**src/shared/ledd_pkg.sv**
```systemverilog
// Constants shared by the LED digit RAM and decoder block.
// Assumes a 10 MHz system clock; all timing counts derive from it.
package ledd_pkg;

  // System clock period in nanoseconds.
  localparam int unsigned CLK_PERIOD_NS = 100;
  // Time one digit stays lit in a scan step.
  localparam int unsigned DIGIT_ON_NS = 320000;
  // Interdigit blanking time between two digits.
  localparam int unsigned BLANK_NS = 10000;
  // Cycle counts derived from the times above.
  localparam int unsigned DIGIT_ON_CYC = DIGIT_ON_NS / CLK_PERIOD_NS;
  localparam int unsigned BLANK_CYC = BLANK_NS / CLK_PERIOD_NS;
  // Width of the scan oscillator counter.
  localparam int CNT_W = 12;

  // Control word field positions.
  localparam int CW_ADDR_LSB = 0;
  localparam int CW_BANK_BIT = 3;
  localparam int CW_RUN_BIT = 4;
  localparam int CW_DECODE_BIT = 5;
  localparam int CW_HEX_BIT = 6;
  localparam int CW_FOLLOW_BIT = 7;
  // Decimal point position in a data byte; low lights the point.
  localparam int DP_BIT = 7;

  // Control reset: running, decoded, hexadecimal, bank A, digit 1.
  localparam logic [7:0] CTRL_RESET = 8'h70;
  // RAM reset values: code zero, decimal points dark.
  localparam logic [3:0] NIB_RESET = 4'h0;
  localparam logic DP_RESET = 1'b1;

  // Encodings of the three-level select input.
  localparam logic [1:0] TRI_LOW = 2'b00;
  localparam logic [1:0] TRI_HIGH = 2'b11;

  // Segment fonts, bit order a,b,c,d,e,f,g from msb to lsb.
  localparam logic [6:0] HEX_FONT [16] = '{
    7'h7e, 7'h30, 7'h6d, 7'h79, 7'h33, 7'h5b, 7'h5f, 7'h70,
    7'h7f, 7'h7b, 7'h77, 7'h1f, 7'h4e, 7'h3d, 7'h4f, 7'h47};
  localparam logic [6:0] EXT_FONT [16] = '{
    7'h7e, 7'h30, 7'h6d, 7'h79, 7'h33, 7'h5b, 7'h5f, 7'h70,
    7'h7f, 7'h7b, 7'h01, 7'h4f, 7'h37, 7'h0e, 7'h67, 7'h00};

  // One-hot scan states.
  typedef enum logic [2:0] {
    SCAN_OFF = 3'b001,
    SCAN_BLANK = 3'b010,
    SCAN_ON = 3'b100
  } ledd_scan_t;

endpackage

```
**src/shared/ledd_seg_if.sv**
```systemverilog
// Carries one digit's stored data to the character decoder and the
// resulting segment pattern back. Purely combinational signals.
`timescale 1ns/1ps
`default_nettype none
interface ledd_seg_if;
  logic [3:0] code; // Character code of the digit.
  logic hex_sel; // High selects the hexadecimal font.
  logic raw_sel; // High shows the raw byte instead.
  logic [7:0] raw_byte; // Whole stored byte of the digit.
  logic [7:0] seg; // Lit segments {dp,a,b,c,d,e,f,g}.
  modport src (output code, output hex_sel, output raw_sel, output raw_byte, input seg);
  modport dec (input code, input hex_sel, input raw_sel, input raw_byte, output seg);
endinterface
`default_nettype wire

```
**src/verilog/ledd_char_decoder.sv**
```systemverilog
// Seven-segment character decoder for one digit.
// Assumes the caller registers the result; this module is combinational.
`timescale 1ns/1ps
`default_nettype none
module ledd_char_decoder (
  ledd_seg_if.dec port
);

  // Choose between the two fonts or the raw segment byte.
  always_comb
  begin
    if (port.raw_sel)
    begin
      // Raw bits 7..0 are dp,a,b,c,e,g,f,d; the point is negative true.
      port.seg = {~port.raw_byte[ledd_pkg::DP_BIT], port.raw_byte[6], port.raw_byte[5],
                  port.raw_byte[4], port.raw_byte[0], port.raw_byte[3],
                  port.raw_byte[1], port.raw_byte[2]};
    end
    else if (port.hex_sel)
    begin
      // Hexadecimal font, point lit by a low bit 7.
      port.seg = {~port.raw_byte[ledd_pkg::DP_BIT], ledd_pkg::HEX_FONT[port.code]};
    end
    else
    begin
      // Extended digit font; code 15 is blank, so FF gives a dark digit.
      port.seg = {~port.raw_byte[ledd_pkg::DP_BIT], ledd_pkg::EXT_FONT[port.code]};
    end
  end

endmodule
`default_nettype wire

```
**src/verilog/ledd_digit_ram_decoder.sv**
```systemverilog
// Display RAM, write port, character decoding and scan for an
// eight-digit seven-segment LED driver.
// Assumes all inputs are synchronous to clk_i; the write strobe is
// sampled and acted on at its rising edge.
`timescale 1ns/1ps
`default_nettype none
module ledd_digit_ram_decoder #(
  parameter bit DIRECT_ADDR = 1'b0,
  parameter int unsigned DIGIT_ON_CYC = ledd_pkg::DIGIT_ON_CYC,
  parameter int unsigned BLANK_CYC = ledd_pkg::BLANK_CYC
) (
  input wire logic clk_i,
  input wire logic reset_n_i,
  input wire logic write_n_i,
  input wire logic reg_select_i,
  input wire logic [7:0] data_i,
  input wire logic [2:0] digit_addr_i,
  input wire logic [1:0] tri_level_format_select_i,
  output logic [7:0] digit_o,
  output logic [7:0] seg_o,
  output logic shutdown_o
);

  localparam int CW = ledd_pkg::CNT_W;

  // The scan counter is 12 bits wide; longer steps cannot be served.
  generate
    if (DIGIT_ON_CYC < 1 || DIGIT_ON_CYC > 4095 || BLANK_CYC < 1 || BLANK_CYC > 4095)
    begin : g_bad_timing
      $error("scan step counts must lie between 1 and 4095");
    end
  endgenerate

  // Turns a digit index into its one-hot digit line.
  function automatic logic [7:0] ledd_onehot(input logic [2:0] idx);
    ledd_onehot = 8'h01 << idx;
  endfunction

  logic write_n_d_reg; // Strobe as sampled one cycle earlier.
  logic take; // Rising edge of the write strobe.
  logic ctrl_wr; // Control register write this cycle.
  logic data_wr; // Display RAM write this cycle.
  logic [2:0] wr_addr; // Digit being written.
  logic wr_raw; // Write stores a raw segment byte.
  logic wr_bank; // Bank written by a decoded write.

  // Control register fields.
  logic ctrl_run_reg;
  logic ctrl_decode_reg;
  logic ctrl_hex_reg;
  logic ctrl_bank_reg;
  logic [2:0] ctrl_addr_reg;
  logic ctrl_follow_reg; // Kept for the sequential update mode.

  // Display RAM: two nibble banks, a shared point and a raw flag per digit.
  logic [3:0] bank_a_mem [8];
  logic [3:0] bank_b_mem [8];
  logic [7:0] dp_mem;
  logic [7:0] raw_flag;

  // Effective settings after the variant is taken into account.
  logic eff_run;
  logic eff_hex;
  logic eff_bank;

  // Scan oscillator.
  ledd_pkg::ledd_scan_t state_reg;
  logic [CW-1:0] scan_cnt;
  logic [2:0] idx_reg;

  ledd_seg_if seg_bus ();

  // Track the strobe so a write acts once, on its rising edge.
  always_ff @(posedge clk_i)
  begin
    if (!reset_n_i)
      write_n_d_reg <= 1'b1;
    else
      write_n_d_reg <= write_n_i;
  end

  assign take = write_n_i & ~write_n_d_reg;
  // The direct variant has no control path at all.
  assign ctrl_wr = take & ~DIRECT_ADDR & reg_select_i;
  assign data_wr = take & (DIRECT_ADDR | ~reg_select_i);
  assign wr_addr = DIRECT_ADDR ? digit_addr_i : ctrl_addr_reg;
  assign wr_raw = ~DIRECT_ADDR & ~ctrl_decode_reg;
  assign wr_bank = ~DIRECT_ADDR & ctrl_bank_reg;

  // Control register; a control write never touches the display RAM.
  always_ff @(posedge clk_i)
  begin
    if (!reset_n_i)
    begin
      ctrl_run_reg <= ledd_pkg::CTRL_RESET[ledd_pkg::CW_RUN_BIT];
      ctrl_decode_reg <= ledd_pkg::CTRL_RESET[ledd_pkg::CW_DECODE_BIT];
      ctrl_hex_reg <= ledd_pkg::CTRL_RESET[ledd_pkg::CW_HEX_BIT];
      ctrl_bank_reg <= ledd_pkg::CTRL_RESET[ledd_pkg::CW_BANK_BIT];
      ctrl_addr_reg <= ledd_pkg::CTRL_RESET[ledd_pkg::CW_ADDR_LSB +: 3];
      ctrl_follow_reg <= ledd_pkg::CTRL_RESET[ledd_pkg::CW_FOLLOW_BIT];
    end
    else if (ctrl_wr)
    begin
      // Format fields latch here and apply to every decoded digit at once.
      ctrl_run_reg <= data_i[ledd_pkg::CW_RUN_BIT];
      ctrl_decode_reg <= data_i[ledd_pkg::CW_DECODE_BIT];
      ctrl_hex_reg <= data_i[ledd_pkg::CW_HEX_BIT];
      ctrl_bank_reg <= data_i[ledd_pkg::CW_BANK_BIT];
      ctrl_addr_reg <= data_i[ledd_pkg::CW_ADDR_LSB +: 3];
      ctrl_follow_reg <= data_i[ledd_pkg::CW_FOLLOW_BIT];
    end
  end

  // One storage slice per digit; writes are accepted even in shutdown.
  generate
    for (genvar g = 0; g < 8; g++)
    begin : g_digit
      always_ff @(posedge clk_i)
      begin
        if (!reset_n_i)
        begin
          bank_a_mem[g] <= ledd_pkg::NIB_RESET;
          bank_b_mem[g] <= ledd_pkg::NIB_RESET;
          dp_mem[g] <= ledd_pkg::DP_RESET;
          raw_flag[g] <= 1'b0;
        end
        else if (data_wr && wr_addr == 3'(g))
        begin
          // The point bit is common to both banks.
          dp_mem[g] <= data_i[ledd_pkg::DP_BIT];
          raw_flag[g] <= wr_raw;
          if (wr_raw)
          begin
            // A raw byte spans both nibbles, so banking is not possible.
            bank_a_mem[g] <= data_i[3:0];
            bank_b_mem[g] <= {1'b0, data_i[6:4]};
          end
          else if (wr_bank)
          begin
            // Bits 4..6 are ignored in decoded formats.
            bank_b_mem[g] <= data_i[3:0];
          end
          else
          begin
            bank_a_mem[g] <= data_i[3:0];
          end
        end
      end
    end
  endgenerate

  // The direct variant takes font and shutdown from the three-level pin.
  always_comb
  begin
    if (DIRECT_ADDR)
    begin
      eff_run = (tri_level_format_select_i != ledd_pkg::TRI_LOW);
      eff_hex = (tri_level_format_select_i == ledd_pkg::TRI_HIGH);
      eff_bank = 1'b0;
    end
    else
    begin
      eff_run = ctrl_run_reg;
      eff_hex = ctrl_hex_reg;
      eff_bank = ctrl_bank_reg;
    end
  end

  // Feed the scanned digit to the decoder.
  assign seg_bus.code = eff_bank ? bank_b_mem[idx_reg] : bank_a_mem[idx_reg];
  assign seg_bus.hex_sel = eff_hex;
  assign seg_bus.raw_sel = raw_flag[idx_reg];
  assign seg_bus.raw_byte = {dp_mem[idx_reg], bank_b_mem[idx_reg][2:0], bank_a_mem[idx_reg]};

  ledd_char_decoder u_decoder (
    .port (seg_bus)
  );

  // Scan oscillator; in shutdown it holds still, as the clock would.
  always_ff @(posedge clk_i)
  begin
    if (!reset_n_i)
    begin
      state_reg <= ledd_pkg::SCAN_BLANK;
      scan_cnt <= '0;
      idx_reg <= 3'h0;
    end
    else
    begin
      unique case (state_reg)
        ledd_pkg::SCAN_OFF:
        begin
          // Resume with a blanking gap so no stale segments flash.
          if (eff_run)
          begin
            state_reg <= ledd_pkg::SCAN_BLANK;
            scan_cnt <= '0;
          end
        end
        ledd_pkg::SCAN_BLANK:
        begin
          if (!eff_run)
            state_reg <= ledd_pkg::SCAN_OFF;
          else if (scan_cnt == CW'(BLANK_CYC - 1))
          begin
            state_reg <= ledd_pkg::SCAN_ON;
            scan_cnt <= '0;
          end
          else
            scan_cnt <= scan_cnt + CW'(1);
        end
        ledd_pkg::SCAN_ON:
        begin
          if (!eff_run)
            state_reg <= ledd_pkg::SCAN_OFF;
          else if (scan_cnt == CW'(DIGIT_ON_CYC - 1))
          begin
            state_reg <= ledd_pkg::SCAN_BLANK;
            scan_cnt <= '0;
            idx_reg <= idx_reg + 3'h1;
          end
          else
            scan_cnt <= scan_cnt + CW'(1);
        end
      endcase
    end
  end

  // Drivers; everything is dark in shutdown and during blanking.
  always_ff @(posedge clk_i)
  begin
    if (!reset_n_i)
    begin
      digit_o <= 8'h00;
      seg_o <= 8'h00;
      shutdown_o <= 1'b0;
    end
    else
    begin
      shutdown_o <= ~eff_run;
      if (eff_run && state_reg == ledd_pkg::SCAN_ON)
      begin
        digit_o <= ledd_onehot(idx_reg);
        seg_o <= seg_bus.seg;
      end
      else
      begin
        digit_o <= 8'h00;
        seg_o <= 8'h00;
      end
    end
  end
endmodule
`default_nettype wire

```
**config.mk**
```make
export PLATFORM = sky130hd
export DESIGN_NAME = ledd_digit_ram_decoder
export DESIGN_NICKNAME = d
export VERILOG_FILES = /design/src/shared/ledd_pkg.sv /design/src/shared/ledd_seg_if.sv /design/src/verilog/ledd_char_decoder.sv /design/src/verilog/ledd_digit_ram_decoder.sv
export SDC_FILE = /design/constraint.sdc
export NUM_CORES = 1
export LEC_CHECK = 0
export BUFFER_PORTS_ARGS = -buffer_cell sky130_fd_sc_hd__buf_4
export CAP_MARGIN = 20
export CORE_MARGIN = 3
export CORE_UTILIZATION = 39
export DETAILED_ROUTE_END_ITERATION = 16
export GPL_TIMING_DRIVEN = 0
export SYNTH_ARGS = -nofsm -noshare
export SYNTH_HDL_FRONTEND = slang
export SYNTH_SLANG_ARGS = --single-unit
```
**constraint.sdc**
```tcl
create_clock -name clk_i -period 4.3 [get_ports clk_i]
set_input_delay 0.215 -clock clk_i [delete_from_list [all_inputs] [get_ports clk_i]]
set_output_delay 0.215 -clock clk_i [all_outputs]
set_load 0.05 [all_outputs]
```
Word-level counts from Yosys, hierarchy flattened
Memories as Yosys holds them, arrays and structs flattened. A register that Yosys moved wholly into a read port is not among the register bits. Index checks and enable logic that the tools add are counted.

Add/sub/neg operators: 2. Magnitude comparators: 2. Equal/unequal tests: 17. Shift-type cells: 1. Mux-type cells: 137. Bitwise operators: 41. Reductions and logical operators: 14.

Operators with widths (count): 4-bit 2-to-1 mux (33); 1-bit 2-to-1 mux (80); 12-bit 2-to-1 mux (5); 7-bit 2-to-1 mux (6); 12-bit one-hot mux with 3 select lines (1); 1-bit OR (32); 3-bit 2-to-1 mux (9); 3-bit == test (second input constant) (5); 12-bit by 1-bit adder with 12-bit output (second input constant) (1); 12-bit == test (second input constant) (1); 12-bit by 7-bit == test with 1-bit output (second input constant) (1); 3-bit by 2-bit == test with 1-bit output (second input constant) (3); 1-bit logical AND (9); 3-bit one-hot mux with 3 select lines (1); 3-bit AND reduction (3); 1-bit by 3-bit left shift with 8-bit output (first input constant) (1); 1-bit binary-select mux with 3-bit select (2); 3-bit by 1-bit == test with 1-bit output (second input constant) (2); 2-bit != test (second input constant) (3); 3-bit != test (second input constant) (2); 5-bit greater-or-equal comparator (second input constant) (1); 1-bit inverter (5); 4-bit inverter with 5-bit output (1); 3-bit by 4-bit < comparator with 1-bit output (second input constant) (1); 4 further kinds (6).

Bits in registers: 59. Bits in writable memories: 64. ROM bits: 224. Output and inout bits: 17. Logic and storage cells: 246. Memories: 4.

Memories: (no name shown) (words 16, width 7, read ports 1, clocked after Yosys merged registers in 0, wr ports 0, line ledd_char_decoder.sv:22) `port.seg = {~port.raw_byte[ledd_pkg::DP_BIT], ledd_pkg::HEX_FONT[port.code]};`; (no name shown) (words 16, width 7, read ports 1, clocked after Yosys merged registers in 0, wr ports 0, line ledd_char_decoder.sv:27) `port.seg = {~port.raw_byte[ledd_pkg::DP_BIT], ledd_pkg::EXT_FONT[port.code]};`; bank_a_mem (words 8, width 4, read ports 1, clocked after Yosys merged registers in 1, wr ports 8, line ledd_digit_ram_decoder.sv:56) `logic [3:0] bank_a_mem [8];`; bank_b_mem (words 8, width 4, read ports 1, clocked after Yosys merged registers in 1, wr ports 8, line ledd_digit_ram_decoder.sv:57) `logic [3:0] bank_b_mem [8];`.

Logic depth before layout (Yosys ltp)
Word-level depth: 9. Gate-level depth with buffers: 12.

Hierarchy
From an unflattened synthesis, not the netlist that was laid out.

Cells, all modules: 559. Area total of the unflattened synthesis: 6095.8 um^2.

Modules (own cells, without submodules): ledd_digit_ram_decoder (instances 1, cells each 490, area each 5629.1 um^2, sequential area each 3163.0 um^2); ledd_char_decoder (instances 1, cells each 69, area each 466.7 um^2, sequential area each 0.0 um^2).

Least setup slack after synthesis
OpenSTA, ideal clock, no wires.

Path type: register to register. From: reg (tool-made name). To: reg seg_o[6]. Data arrival time: 2.938 ns. Required time: 4.214 ns. Setup slack: 1.276 ns. Stages on the path, launching flop included: 13. Buffers on the path: 2. Clock period less this slack: 3.024 ns. Path through: dfxtp_1 > buf_4 > buf_2 > mux4_2 > mux2_2 > mux2_2 > inv_1 > ha_1 > inv_1 > mux4_1 > mux2i_1 > nor2_1 > a211oi_1.

RTL lines: end signal: assignment (line ledd_digit_ram_decoder.sv:244) `seg_o <= seg_bus.seg;`; end: declaration (line ledd_digit_ram_decoder.sv:20) `output logic [7:0] seg_o,`.

==> flow_metrics.tcl <==
set metrics [dict create \
    grt_util_overall 0.1789 \
    slew_at_the_pin_closest_to_its_max_slew_limit_ns 0.9406 \
    period_minus_slack_ns 3.457 \
    crit_path_max_fanout 10 \
    cts.reportedPaths.clkPinSlew_ns 0.06 \
    report.final.slew_viol_count 0 \
    cts_max_path_buffers 2 \
    finalPower_mw 2.948 \
    finalHoldWorstSlack_ns 0.1149 \
    maxSlewHeadroom 0.3672 \
    die-area_sq_um 16820 \
    post_cts_resize_count 0 \
    final_report_setup_violation_count 0 \
    finalCritPeriodShare 0.8039 \
    endpoint_kind "flip-flop" \
    initial_core_util 0.4044 \
    critical_path.reg2reg.endpoint "seg_o[6]$_SDFF_PP0_" \
    irDropWorstVdd_v 0.0002571 \
    yosys_most_used_dff "edfxtp_1" \
    numCtsBuffers 17 \
    routed_antenna_nets 0 \
    finalHoldViolations 0 \
    i_o_pin_count 34 \
    timing.clock.skew_ns 0.01124 \
    number_of_nets_in_the_synthesized_netlist 567 \
    yosys_register_bits 126 \
    synth-warning-count 0 \
    postLayoutCoreUtil 0.4771 \
    status "complete, no violations" \
    dp_slack_ns 0.8128 \
    std_cell_rows 44 \
    ys_types 48 \
    worst-endpoint-required_ns 4.63 \
    hold_class "in2reg" \
    critical_path_class "reg2reg" \
    largestRegisters "bank_a_mem: 32 flops, bank_b_mem: 32 flops, scan_cnt: 12 flops" \
    number_of_antenna_violations_at_the_first_check_in_global_routing 0 \
    maxCapViolCount 0 \
    drc_violation_count_after_routing 0 \
    worstPathArrival_ns 3.79 \
    synth_sequential_area_ratio 0.5301 \
    totalNegativeSetupSlack_ns 0 \
    die_x_um 129.7 \
    floorplan.core_area_sq_um 14750 \
    clockRootBuffer "clkbuf_16" \
    first_global_vias 4146 \
    setup_slack_ns 0.8432 \
    wl_per_cell_um 18.55 \
    synthToLayoutAreaGrowth_pct 17.97 \
    reg2regPathDepth 12 \
    wire_length_of_the_first_global_routing_pass_um 22430 \
    finalWeightedCongestion 0.8815 \
    postRouteWirelength_um 14510 \
    cts_max_level 4 \
    vias 4285 \
    regToRegSetupSlack_ns 0.84 \
    rsz0062_at_grt "no" \
    maximum_number_of_pins_on_one_net_before_global_route_repair 17 \
    drt_pass1_iterations 5 \
    grt-ovfl-total 0 \
    netlist_area_sq_um 5967 \
    clock_sink_count 126 \
    clock_tree_from_tritoncts "yes" \
    clock_latency_late_sink_ns 0.42 \
    via_per_inst 5.480 \
    design.final.nets 614 \
    layout_cell_share_with_drive_strength_beyond_1 0.1538 \
    critical_path_sink "seg_o[6]$_SDFF_PP0_" \
    max_freq_mhz 289.3 \
    p_per_area_nw_per_um2 418.9 \
    worst_hold_path.num_cells 3 \
    critical_path.startpoint_type "flip-flop" \
    detailedPlacementHpwl_um 10410 \
    place.port_buffers 27 \
    synth_cells 538 \
    synth_enable_flop_cells 64 \
    die_h_um 129.7 \
    diodes 0 \
    fraction_of_registers_with_async_set_reset 0 \
    leakagePower_nw 2.849 \
    initialDrtViolationCount 428 \
    synth_area_per_cell_sq_um 11.09 \
]
[layer usage]
metal	up-vias	track usage	wire (um)
li1	2053	-	-
met1	2068	0.2375	6635
met2	148	0.2784	6814
met3	16	0.05813	872
met4	0	0.06051	187
met5	-	0	0
[synth_stat cells, types with 2 or more instances]
master	instances	area [sq um]
edfxtp_1	64	1922
dfxtp_1	62	1241
nand2_1	60	225.2
nor2_1	58	217.7
and3_1	41	256.5
o21ai_0	27	135.1
clkbuf_1	20	75.07
mux4_2	17	382.9
nand3_1	17	85.08
inv_1	16	60.06
and2_1	13	81.33
ha_1	12	150.1
mux2i_1	12	120.1
nor2b_1	12	75.07
mux2_2	9	101.4
nor3_1	9	45.04
o211a_1	9	90.09
nand2b_1	7	43.79
xnor2_1	7	61.31
a21oi_1	6	30.03
mux4_1	6	157.7
nand4_1	5	31.28
xor2_1	5	43.79
a211oi_1	4	30.03
o211ai_1	4	30.03
o22ai_1	4	25.02
buf_4	3	22.52
nor4_1	3	18.77
a2111o_1	2	22.52
a21boi_0	2	15.01
a31oi_1	2	12.51
buf_6	2	22.52
nor3b_1	2	15.01
or3_1	2	12.51
[cell usage in the layout (no fill, tap or decap), types with 4 or more instances in the layout]
cell,n
buf_4,30
o211ai_1,4
ha_1,12
nor3_1,9
and3_1,41
nand2b_1,7
mux2_2,9
o211a_1,9
xnor2_1,7
nand4_1,5
o21ai_0,27
nand3_1,17
o22ai_1,4
nor2_1,58
edfxtp_1,64
xor2_1,5
a211oi_1,4
inv_1,16
nor2b_1,12
a21oi_1,6
clkbuf_1,21
and2_1,13
clkbuf_16,19
mux4_2,17
mux4_1,6
dfxtp_1,62
nand2_1,60
mux2i_1,12
[final cells by class]
type	instances	area [sq um]
fill	1381	7715
clock buffer	20	479.2
buffer	27	128.9
timing repair buffer	28	212.7
tap	184	230.2
clock inverter	12	150.1
sequential	126	3163
inverter	16	60.06
multi-input combinational	369	2615
[kinds of logic (layout without fill, tap and decap cells)]
family / Yosys count / after routing / share of synthesized area
fa+ha+maj: 12 / 12 / 0.02516
simple gates: 231 / 231 / 0.1881
xor+xnor: 12 / 12 / 0.01761
buf+inv: 43 / 103 / 0.03166
flops: 126 / 126 / 0.5301
compound gates: 70 / 70 / 0.07968
mux: 44 / 44 / 0.1277
[critical path, stage by stage (launching register included)]
cell      delay, ns
dfxtp_1        0.30
buf_4          0.18
clkbuf_1       0.57
mux4_2         0.42
mux2_2         0.31
mux2_2         0.36
inv_1          0.14
ha_1           0.18
inv_1          0.04
mux4_1         0.47
mux2i_1        0.16
nor2_1         0.05
a211oi_1       0.20
[through the flow]
step / instances / area [sq um]
after floorplan: 538 / 5967
after global placement: 749 / 6400
after detailed placement: 749 / 6400
after CTS: 782 / 7039
after global routing: 782 / 7039
final: 782 / 7039
[how the worst min path moves through the flow]
stage                                        end       from  slack, ns
floorplan               write_n_d_reg$_SDFF_PN1_  write_n_i       0.32
global placement        write_n_d_reg$_SDFF_PN1_  write_n_i       0.42
global route           ctrl_run_reg$_SDFFE_PN1P_  data_i[4]       0.11
finish              ctrl_decode_reg$_SDFFE_PN1P_  data_i[5]       0.11
CTS                 ctrl_decode_reg$_SDFFE_PN1P_  data_i[5]       0.11
detailed placement      write_n_d_reg$_SDFF_PN1_  write_n_i       0.43
[where the power goes]
part	total [mW]	internal [mW]	switching [mW]
clock	1.51	0.982	0.529
sequential	1.30	1.29	0.0123
combinational	0.137	0.0489	0.0876
[what timing repair did]
action                                 4_1_cts  5_1_grt
hold buffers                                 1        0
endpoints found under the hold margin        1        0
setup buffers                                0        0
No activity file was read; power rests on OpenSTA's default activity.
